==> config.mk <==
export PLATFORM = sky130hd
export DESIGN_NAME = regulator_protection_supervisor
export DESIGN_NICKNAME = d
export VERILOG_FILES = /design/src/rtl/sup_pkg.sv /design/src/rtl/regulator_protection_supervisor.sv
export SDC_FILE = /design/constraint.sdc
export NUM_CORES = 1
export LEC_CHECK = 0
export BUFFER_PORTS_ARGS = -buffer_cell sky130_fd_sc_hd__buf_2
export CORE_MARGIN = 2
export CORE_UTILIZATION = 35
export DETAILED_ROUTE_END_ITERATION = 8
export GPL_TIMING_DRIVEN = 0
export PLACE_DENSITY = 0.53
export RECOVER_POWER = 50
export SKIP_LAST_GASP = 1
export SLEW_MARGIN = 15
export SYNTH_ARGS = -nofsm -noshare
export SYNTH_HDL_FRONTEND = slang
export SYNTH_SLANG_ARGS = --single-unit
==> constraint.sdc <==
create_clock -name CLK_I -period 1.8 [get_ports CLK_I]
set_input_delay 0.18 -clock CLK_I [delete_from_list [all_inputs] [get_ports CLK_I]]
set_output_delay 0.18 -clock CLK_I [all_outputs]
set_load 0.01 [all_outputs]
==> src/rtl/sup_pkg.sv <==
// Constants, register layout and modes of the regulator protection supervisor
// What this block does
// - Start-up: buck still low after 1 ms, disable
// - Running: buck low for 1 ms, disable
// - Fault sets short and summary flags, IRQ
// - Write-1 clears short flag; enabled buck retries
// - Overvoltage: regulators and outputs off, flag, IRQ
// - Overvoltage flag sticks while high; live bit
// - No enable during overvoltage or pending flag
// - Overtemperature: regulators off, flag, IRQ, standby
// - Thermal flag sticks while hot; live bit; block
// - Lockout: bucks off, pulldowns, shutdown, then standby
// - Reset flag after shutdown or software reset
// - Second output shares pin with sync clock
// - Type bit picks drive, level bit value
// - Per output, follow enable-pin sequencing or not
// - Inputs debounced by sampled counter
// - Enable pin window 3 us both edges
// - Lockout detector: 3 us rising, falling immediate
// - Overvoltage: 1 us rising, 20 us falling
// - Power good filtered 6 us both edges
// - Load-settings: regulators off, copy stored bits
// - Standby all bucks off; active when buck enabled
package sup_pkg;
    localparam int CLK_NS        = 10;
    localparam int EN_NS         = 3000;
    localparam int UVLO_RISE_NS  = 3000;
    localparam int OVP_RISE_NS   = 1000;
    localparam int OVP_FALL_NS   = 20000;
    localparam int TSD_NS        = 20000;
    localparam int PG_NS         = 6000;
    localparam int SC_NS         = 1000000;
    localparam int EN_CYC        = (EN_NS + CLK_NS - 1) / CLK_NS;
    localparam int UVLO_RISE_CYC = (UVLO_RISE_NS + CLK_NS - 1) / CLK_NS;
    localparam int UVLO_FALL_CYC = 0;
    localparam int OVP_RISE_CYC  = (OVP_RISE_NS + CLK_NS - 1) / CLK_NS;
    localparam int OVP_FALL_CYC  = (OVP_FALL_NS + CLK_NS - 1) / CLK_NS;
    localparam int TSD_CYC       = (TSD_NS + CLK_NS - 1) / CLK_NS;
    localparam int PG_CYC        = (PG_NS + CLK_NS - 1) / CLK_NS;
    localparam int SC_CYC        = (SC_NS + CLK_NS - 1) / CLK_NS;
    localparam int FW            = 12;
    localparam int AW            = 8;
    localparam int RW            = 7;
    localparam logic [AW-1:0] ADDR_CTRL   = 8'h00;
    localparam logic [AW-1:0] ADDR_GPO    = 8'h04;
    localparam logic [AW-1:0] ADDR_FLAGS  = 8'h08;
    localparam logic [AW-1:0] ADDR_MASK   = 8'h0c;
    localparam logic [AW-1:0] ADDR_STATUS = 8'h10;
    // Control register fields
    localparam int C_EN0  = 0;
    localparam int C_PIN0 = 2;
    localparam int C_PD0  = 4;
    localparam int C_SWR  = 6;
    // Output control register fields
    localparam int G_LVL0 = 0;
    localparam int G_OD0  = 2;
    localparam int G_SEQ0 = 4;
    localparam int G_SEL  = 6;
    // Flag and mask fields
    localparam int F_SC0  = 0;
    localparam int F_SUM0 = 2;
    localparam int F_OVP  = 4;
    localparam int F_TSD  = 5;
    localparam int F_RST  = 6;
    localparam logic [RW-1:0] CTRL_RST = 7'h00;
    localparam logic [RW-1:0] GPO_RST  = 7'h00;
    localparam logic [RW-1:0] MASK_RST = 7'h00;
    typedef enum logic [1:0] {
        M_SHUTDOWN = 2'b00,
        M_LOAD     = 2'b01,
        M_STANDBY  = 2'b10,
        M_ACTIVE   = 2'b11
    } mode_e;
endpackage

==> src/rtl/regulator_protection_supervisor.sv <==
// Protection supervisor: debounce, fault flags, buck and output control, APB
//
// Design decisions made here: the address map and the APB register port.
`timescale 1ns/10ps
`default_nettype none

module edge_filter #(
    parameter int RISE = 1,
    parameter int FALL = 1
) (
    input  wire logic clk_i,
    input  wire logic rst_i,
    input  wire logic d_i,
    output logic      q_o
);
    import sup_pkg::*;
    localparam logic [FW-1:0] RISE_M1 = FW'(RISE > 0 ? RISE - 1 : 0);
    localparam logic [FW-1:0] FALL_M1 = FW'(FALL > 0 ? FALL - 1 : 0);
    logic          s1_q;
    logic          s2_q;
    logic [FW-1:0] cnt_q;
    logic [FW-1:0] lim;

    always_ff @(posedge clk_i) begin
        if (rst_i) begin
            s1_q <= 1'b0;
            s2_q <= 1'b0;
        end else begin
            s1_q <= d_i;
            s2_q <= s1_q;
        end
    end

    assign lim = s2_q ? RISE_M1 : FALL_M1;

    // Window is counted in whole clocks, so it is exact to one period
    always_ff @(posedge clk_i) begin
        if (rst_i) begin
            q_o   <= 1'b0;
            cnt_q <= '0;
        end else if (s2_q == q_o) begin
            cnt_q <= '0;
        end else if (cnt_q >= lim) begin
            q_o   <= s2_q;
            cnt_q <= '0;
        end else begin
            cnt_q <= cnt_q + 1'b1;
        end
    end
endmodule // edge_filter

module regulator_protection_supervisor
    import sup_pkg::*;
#(
    parameter int SC_WAIT = sup_pkg::SC_CYC
) (
    input  wire logic                  CLK_I,
    input  wire logic                  RST_I,
    input  wire logic                  PSEL_I,
    input  wire logic                  PENABLE_I,
    input  wire logic                  PWRITE_I,
    input  wire logic [sup_pkg::AW-1:0] PADDR_I,
    input  wire logic [31:0]           PWDATA_I,
    output logic      [31:0]           PRDATA_O,
    output logic                       PREADY_O,
    output logic                       PSLVERR_O,
    input  wire logic                  ENABLE_PIN_I,
    input  wire logic                  MAIN_SUPPLY_OK_I,
    input  wire logic                  OVERVOLT_I,
    input  wire logic                  THERMAL_TRIP_I,
    input  wire logic                  BUCK_FEEDBACK_ZERO_LOW_I,
    input  wire logic                  BUCK_FEEDBACK_ONE_LOW_I,
    input  wire logic                  POWER_GOOD_PIN_I,
    input  wire logic [sup_pkg::RW-1:0] OTP_CTRL_I,
    input  wire logic [sup_pkg::RW-1:0] OTP_GPO_I,
    input  wire logic [sup_pkg::RW-1:0] OTP_MASK_I,
    output logic      [1:0]            BUCK_EN_O,
    output logic      [1:0]            PULLDOWN_O,
    output logic                       GENERAL_OUTPUT_ONE_O,
    output logic                       GENERAL_OUTPUT_ONE_OE_O,
    output logic                       GENERAL_OUTPUT_TWO_O,
    output logic                       GENERAL_OUTPUT_TWO_OE_O,
    output logic                       EXTERNAL_SYNC_CLOCK_SEL_O,
    output logic                       IRQ_OUT_N_O,
    output logic      [1:0]            MODE_O,
    output logic                       POWER_GOOD_O
);
    import sup_pkg::*;
    localparam logic [16:0] SC_M1 = 17'(SC_WAIT - 1);

    mode_e          mode_q;
    logic [RW-1:0]  ctrl_q;
    logic [RW-1:0]  gpo_q;
    logic [RW-1:0]  mask_q;
    logic [RW-1:0]  flags_q;
    logic [RW-1:0]  flag_set;
    logic [RW-1:0]  flag_clr;
    logic [1:0]     on_q;
    logic [1:0]     start_q;
    logic [16:0]    sc_cnt_q [2];
    logic [1:0]     fault;
    logic [1:0]     go;
    logic [1:0]     fb_s1_q;
    logic [1:0]     fb_s2_q;
    logic           en_f;
    logic           supply_f;
    logic           ovp_f;
    logic           tsd_f;
    logic           pg_f;
    logic           ovp_live;
    logic           block;
    logic           powered;
    logic           access;
    logic           wr;
    logic           swr;
    logic [2:0]     wr_idx;
    logic [1:0]     lvl;
    logic           out_off;

    function automatic logic [2:0] reg_index(input logic [AW-1:0] a);
        if (a == ADDR_CTRL) begin
            return 3'h0;
        end else if (a == ADDR_GPO) begin
            return 3'h1;
        end else if (a == ADDR_FLAGS) begin
            return 3'h2;
        end else if (a == ADDR_MASK) begin
            return 3'h3;
        end else if (a == ADDR_STATUS) begin
            return 3'h4;
        end else begin
            return 3'h7;
        end
    endfunction

    edge_filter #(.RISE(EN_CYC), .FALL(EN_CYC)) u_en (
        .clk_i (CLK_I),
        .rst_i (RST_I),
        .d_i   (ENABLE_PIN_I),
        .q_o   (en_f)
    );
    edge_filter #(.RISE(UVLO_RISE_CYC), .FALL(UVLO_FALL_CYC)) u_uvlo (
        .clk_i (CLK_I),
        .rst_i (RST_I),
        .d_i   (MAIN_SUPPLY_OK_I),
        .q_o   (supply_f)
    );
    edge_filter #(.RISE(OVP_RISE_CYC), .FALL(OVP_FALL_CYC)) u_ovp (
        .clk_i (CLK_I),
        .rst_i (RST_I),
        .d_i   (OVERVOLT_I),
        .q_o   (ovp_f)
    );
    edge_filter #(.RISE(TSD_CYC), .FALL(TSD_CYC)) u_tsd (
        .clk_i (CLK_I),
        .rst_i (RST_I),
        .d_i   (THERMAL_TRIP_I),
        .q_o   (tsd_f)
    );
    edge_filter #(.RISE(PG_CYC), .FALL(PG_CYC)) u_pg (
        .clk_i (CLK_I),
        .rst_i (RST_I),
        .d_i   (POWER_GOOD_PIN_I),
        .q_o   (pg_f)
    );

    // Feedback comparators are asynchronous; the 1 ms timer does the filtering
    always_ff @(posedge CLK_I) begin
        if (RST_I) begin
            fb_s1_q <= 2'b00;
            fb_s2_q <= 2'b00;
        end else begin
            fb_s1_q <= {BUCK_FEEDBACK_ONE_LOW_I, BUCK_FEEDBACK_ZERO_LOW_I};
            fb_s2_q <= fb_s1_q;
        end
    end

    assign powered  = (mode_q == M_STANDBY) || (mode_q == M_ACTIVE);
    assign ovp_live = ovp_f & powered;
    assign block    = ovp_live | flags_q[F_OVP] | tsd_f | flags_q[F_TSD];
    assign access   = PSEL_I & PENABLE_I & PREADY_O;
    assign wr_idx   = reg_index(PADDR_I);
    assign wr       = access & PWRITE_I & powered;
    assign swr      = wr & (wr_idx == 3'h0) & PWDATA_I[C_SWR];

    // Buck enable, start-up check and overload timer per regulator.
    // Held off while its short flag is pending; clearing it retries.
    // A software reset drops the bucks in the same edge as the mode change
    always_comb begin
        for (int i = 0; i < 2; i++) begin
            go[i] = ctrl_q[C_EN0+i] & (~ctrl_q[C_PIN0+i] | en_f)
                    & ~block & powered & ~flags_q[F_SC0+i]
                    & ~swr;
            fault[i] = on_q[i] & fb_s2_q[i] & (sc_cnt_q[i] == SC_M1);
        end
    end

    always_ff @(posedge CLK_I) begin
        if (RST_I) begin
            on_q        <= 2'b00;
            start_q     <= 2'b00;
            sc_cnt_q[0] <= '0;
            sc_cnt_q[1] <= '0;
        end else begin
            for (int i = 0; i < 2; i++) begin
                on_q[i] <= go[i] & ~fault[i];
                if (!on_q[i]) begin
                    start_q[i]  <= go[i];
                    sc_cnt_q[i] <= '0;
                end else if (start_q[i] | fb_s2_q[i]) begin
                    if (sc_cnt_q[i] == SC_M1) begin
                        start_q[i]  <= 1'b0;
                        sc_cnt_q[i] <= '0;
                    end else begin
                        sc_cnt_q[i] <= sc_cnt_q[i] + 17'h1;
                    end
                end else begin
                    sc_cnt_q[i] <= '0;
                end
            end
        end
    end

    always_ff @(posedge CLK_I) begin
        if (RST_I) begin
            mode_q <= M_SHUTDOWN;
        end else if (!supply_f) begin
            mode_q <= M_SHUTDOWN;
        end else if (swr) begin
            mode_q <= M_LOAD;
        end else begin
            case (mode_q)
                M_SHUTDOWN: mode_q <= M_LOAD;
                M_LOAD:     mode_q <= M_STANDBY;
                M_STANDBY:  if (|on_q) mode_q <= M_ACTIVE;
                M_ACTIVE:   if (~|on_q) mode_q <= M_STANDBY;
                default:    mode_q <= M_SHUTDOWN;
            endcase
        end
    end

    // Settings survive shutdown so the pulldowns keep discharging there
    always_ff @(posedge CLK_I) begin
        if (RST_I) begin
            ctrl_q <= CTRL_RST;
            gpo_q  <= GPO_RST;
            mask_q <= MASK_RST;
        end else if (mode_q == M_LOAD) begin
            ctrl_q <= OTP_CTRL_I;
            gpo_q  <= OTP_GPO_I;
            mask_q <= OTP_MASK_I;
        end else if (wr && !swr) begin
            if (wr_idx == 3'h0) begin
                ctrl_q <= PWDATA_I[RW-1:0] & ~(7'h1 << C_SWR);
            end else if (wr_idx == 3'h1) begin
                gpo_q <= PWDATA_I[RW-1:0];
            end else if (wr_idx == 3'h3) begin
                mask_q <= PWDATA_I[RW-1:0];
            end
        end
    end

    always_comb begin
        flag_set         = '0;
        flag_set[F_SC0]  = fault[0];
        flag_set[F_SC0+1] = fault[1];
        flag_set[F_SUM0] = fault[0];
        flag_set[F_SUM0+1] = fault[1];
        flag_set[F_OVP]  = ovp_live;
        flag_set[F_TSD]  = tsd_f & powered;
        flag_clr = (wr && wr_idx == 3'h2) ? PWDATA_I[RW-1:0] : '0;
    end

    // A set in the clearing cycle wins; live faults re-set every cycle
    always_ff @(posedge CLK_I) begin
        if (RST_I) begin
            flags_q <= '0;
        end else if (mode_q == M_LOAD) begin
            flags_q        <= '0;
            flags_q[F_RST] <= ~OTP_MASK_I[F_RST];
        end else begin
            flags_q <= flag_set | (flags_q & ~flag_clr);
        end
    end

    always_ff @(posedge CLK_I) begin
        if (RST_I) begin
            IRQ_OUT_N_O <= 1'b1;
        end else begin
            IRQ_OUT_N_O <= ~|(flags_q & ~mask_q);
        end
    end

    assign out_off = ovp_live | flags_q[F_OVP] | ~powered;
    assign lvl[0]  = gpo_q[G_LVL0] & (~gpo_q[G_SEQ0] | en_f) & ~out_off;
    assign lvl[1]  = gpo_q[G_LVL0+1] & (~gpo_q[G_SEQ0+1] | en_f) & ~out_off;

    always_ff @(posedge CLK_I) begin
        if (RST_I) begin
            BUCK_EN_O                 <= 2'b00;
            PULLDOWN_O                <= 2'b00;
            GENERAL_OUTPUT_ONE_O      <= 1'b0;
            GENERAL_OUTPUT_ONE_OE_O   <= 1'b0;
            GENERAL_OUTPUT_TWO_O      <= 1'b0;
            GENERAL_OUTPUT_TWO_OE_O   <= 1'b0;
            EXTERNAL_SYNC_CLOCK_SEL_O <= 1'b0;
            MODE_O                    <= 2'b00;
            POWER_GOOD_O              <= 1'b0;
        end else begin
            BUCK_EN_O  <= on_q;
            PULLDOWN_O <= ~on_q & ctrl_q[C_PD0+1:C_PD0];
            // Open drain only ever sinks: low means enable the driver
            GENERAL_OUTPUT_ONE_O    <= ~gpo_q[G_OD0] & lvl[0];
            GENERAL_OUTPUT_ONE_OE_O <= ~gpo_q[G_OD0] | ~lvl[0];
            if (gpo_q[G_SEL]) begin
                GENERAL_OUTPUT_TWO_O    <= 1'b0;
                GENERAL_OUTPUT_TWO_OE_O <= 1'b0;
            end else begin
                GENERAL_OUTPUT_TWO_O    <= ~gpo_q[G_OD0+1] & lvl[1];
                GENERAL_OUTPUT_TWO_OE_O <= ~gpo_q[G_OD0+1] | ~lvl[1];
            end
            EXTERNAL_SYNC_CLOCK_SEL_O <= gpo_q[G_SEL];
            MODE_O                    <= mode_q;
            POWER_GOOD_O              <= pg_f;
        end
    end

    // No wait state: answer is prepared in the setup cycle
    always_ff @(posedge CLK_I) begin
        if (RST_I) begin
            PREADY_O  <= 1'b0;
            PRDATA_O  <= 32'h0;
            PSLVERR_O <= 1'b0;
        end else if (PSEL_I && !PENABLE_I) begin
            PREADY_O  <= 1'b1;
            PSLVERR_O <= (wr_idx == 3'h7);
            if (PWRITE_I || wr_idx == 3'h7) begin
                PRDATA_O <= 32'h0;
            end else if (wr_idx == 3'h0) begin
                PRDATA_O <= {25'h0, ctrl_q};
            end else if (wr_idx == 3'h1) begin
                PRDATA_O <= {25'h0, gpo_q};
            end else if (wr_idx == 3'h2) begin
                PRDATA_O <= {25'h0, flags_q};
            end else if (wr_idx == 3'h3) begin
                PRDATA_O <= {25'h0, mask_q};
            end else begin
                PRDATA_O <= {25'h0, pg_f, mode_q, tsd_f, ovp_live,
                             on_q};
            end
        end else begin
            PREADY_O  <= 1'b0;
            PSLVERR_O <= 1'b0;
            PRDATA_O  <= 32'h0;
        end
    end
endmodule // regulator_protection_supervisor

`default_nettype wire

==> summary.txt <==
ANT cells -> 0
critical path class -> reg2reg
CTS tree -> yes
highest clock rate -> 518.1 MHz
Detail Route Antenna Nets -> 0
initial antenna violation count -> 0
Pint -> 6.224 mW
RD Place Congestion -> 0.8865
pwr dens -> 848.7 nW/µm²
Area Growth Syn to Fin -> 26.52%
number of synthesized register bits -> 169
EDFF count, synth -> 34
number of port buffers -> 68
Crit path required time -> 2.17 ns
utilization after layout -> 45.54%
First DRT Iteration DRCs -> 317
setup violators final -> 28
fin cells -> 1276
WHS -> 0.02820 ns
die area -> 22950 µm²
multi-input logic area -> 3995 µm²
status -> finished, violations left
DR vias/cell -> 4.711
maximum number of pins on one net before global-route repair -> 17
clk buf depth -> 2
Reg power frac -> 48.8%
chip width -> 151.5 µm
DRT Pass-1 Iters -> 4
cell area after synthesis -> 7614 µm²
final critical-path required period -> 1.930 ns
CP Depth -> 8
cts bufs inserted -> 17
Top Ports -> 120
ys async rst share -> 0%
r2r setup slk -> -0.13 ns
Via Count -> 6011
final setup TNS -> -1.809 ns
# DRC -> 0
Rows -> 53
Worst Setup Start Kind -> flip-flop
clock skew -> 0.01094 ns
H-tree levels -> 4
sequential area share after synthesis -> 48.91%
Register Area -> 3725 µm²
Worst Hold Class -> in2reg
placed cells -> 1212
drt total wl -> 18740 µm
period utilization -> 107.2%
Syn Area/Cell -> 9.470 µm²
power share of the clock group -> 46.1%
Syn Inst Count -> 804
Slew HR -> 50.12%
Tightest Pin Transition -> 0.7481 ns
Max stage delay on crit path -> 0.54 ns
Worst-Skew Late Latency -> 0.43 ns
failing checks -> negative setup slack
HPWL after DPL -> 13230 µm
GRT Overall Usage -> 16.60%
Yosys top cell area share -> 35.50%
Starting Density -> 35.99%
Bufs and invs on worst path -> 2
WL per Instance -> 14.68 µm
clk sinks -> 169
commonest register cell after synthesis -> dfxtp_1
Comb power frac -> 5.1%
Setup WS post-layout -> -0.1302 ns
CTS Root Cell -> clkbuf_16
critical-path cell list -> inv_2 -> ha_2 -> or4_4 -> a21oi_4 -> o21ai_2 -> or3_4 -> buf_6 -> nor2_1
critical path arrival -> 2.30 ns
Yosys top cell by area -> dfxtp_1
layout cells sized above 1 -> 18.48%
R2R cell count -> 8
Die H -> 151.5 µm
hold path cells -> 2
P_sw -> 1.952 mW
Slowest-stage cell, CP -> or4_4
Max Fanout on Critical Path -> 5
first-pass GRT wire length -> 28970 µm
Synth cell types -> 59
Final nets -> 1080
vias in the first global route -> 5524
max-cap viol count -> 0
GR Overflow Total -> 0
synth warn -> 0
Filler cells -> 2128
CP Capture Type -> flip-flop
Final Slew Violations -> 0
Area contributors post-synth -> dfxtp_1 35%, edfxtp_1 13%, nor2_1 5.9%
Fin. Hold Viols -> 0
Leak -> 3.763 nW
worst vdd ir -> 0.6059 mV
Switching Fraction -> 23.88%
critical path's top delay family -> simple AND/OR/NAND/NOR gates
RSZ-0062 raised after global routing -> yes
Core ar. -> 21150 µm²
Setup WS pre-CTS -> -0.4985 ns
clk slew on worst S/H paths -> 0.07 ns
synthesized netlist by cell type (3+ instances only):
library cell	n
o211ai_1	5
nand3_1	36
and4_1	6
a22oi_1	7
o21ai_0	29
nor3b_1	6
mux2_2	3
xnor2_1	39
and2_1	3
nor2_1	119
a31o_2	3
or3_1	6
a21oi_1	31
nor2b_1	23
buf_2	5
xor2_1	39
mux2i_1	22
dfxtp_1	135
nor4_1	4
nand2_1	59
nand4_1	11
nor3_1	15
inv_1	19
and3_1	26
edfxtp_1	34
nand2b_1	8
clkbuf_1	18
ha_1	19
o21a_1	5
buf_4	26
o221ai_1	4
through the flow:
stage | power, mW | instance area (µm²)
after global placement | 4.444 | 8559
after floorplan | 4.294 | 7875
after CTS | 8.267 | 9412
final | 8.176 | 9633
after detailed placement | 4.445 | 8559
after global routing | 8.492 | 9633
layer usage:
metal	vias up	global-route usage, %	part of all wire (%)
met5	-	0	0
met4	0	4.491	0.90
met3	12	3.533	3.8
met2	111	26.43	47
met1	2809	22.91	48
li1	3079	-	-
final timing paths:
kind | start | end
hold / removal | PWDATA_I[5] | flags_q[5]$_SDFF_PP0_
setup / recovery | u_uvlo.s2_q$_SDFF_PP0_ | u_uvlo.cnt_q[8]$_SDFF_PP0_
hold reg to reg | fb_s1_q[1]$_SDFF_PP0_ | fb_s2_q[1]$_SDFF_PP0_
setup reg to reg | u_uvlo.s2_q$_SDFF_PP0_ | u_uvlo.cnt_q[8]$_SDFF_PP0_
layout by cell type, fill, tap and decap left out, types with 4 or more instances in the layout:
cell / count
buf_4: 48
inv_1: 18
ha_1: 13
buf_2: 46
nor3b_1: 5
xor2_1: 39
nor2b_1: 22
nand2b_1: 8
nor3_1: 10
edfxtp_1: 34
o21ai_0: 28
ha_2: 4
o211ai_1: 5
nand2_1: 56
nand3_1: 34
clkbuf_1: 37
xnor2_1: 39
inv_6: 4
o21a_1: 5
clkbuf_16: 19
conb_1: 67
and3_1: 25
a21oi_1: 30
o221ai_1: 4
nor3_2: 4
nor2_1: 117
nand2_2: 4
mux2i_1: 22
dfxtp_1: 134
nand4_1: 11
and4_1: 5
dlygate4sd3_1: 9
a22oi_1: 7
logic make-up after synthesis:
kind of cell,count (synthesis),share of synthesized area (%)
simple gates,339,22.28
flops,169,48.91
compound gates,104,8.562
xor+xnor,78,8.973
buf+inv,68,4.716
mux,25,3.336
fa+ha+maj,19,3.122
other cells,2,0.09864
registers in the layout (all words and copies together) (netlist names), 7 cells and up:
register,flops
PRDATA_O,7
ctrl_q,7
flags_q,7
gpo_q,7
mask_q,7
sc_cnt_q,34
u_en.cnt_q,12
u_ovp.cnt_q,12
u_pg.cnt_q,12
u_tsd.cnt_q,12
u_uvlo.cnt_q,12
repair_timing:
item                                    CTS  global route
hold buffers                              9             0
pin swaps                                 6            17
endpoints found under the hold margin     9             0
endpoints found under the setup margin   90            94
cloned                                    2             2
gates resized for setup                  19            43
buffers inserted                         11            12
power by group through the flow:
stage	Sequential, mW	Clock, mW	Combinational [mW]
floorplan	4.06	0	0.235
global placement	4.07	0	0.370
detailed placement	4.08	0	0.369
CTS	3.99	3.88	0.404
global route	4.00	4.03	0.471
finish	3.99	3.77	0.420
area by class of cell:
type	count	share of cell area, %
Timing Repair Buffer	102	6.118
Buffer	45	3.143
Inverter	19	0.7404
Multi-Input combinational cell	634	41.47
Sequential cell	169	38.67
Clock buffer	19	4.936
Clock inverter	13	1.351
Tap cell	275	3.572
No activity file was read; power rests on OpenSTA's default activity.
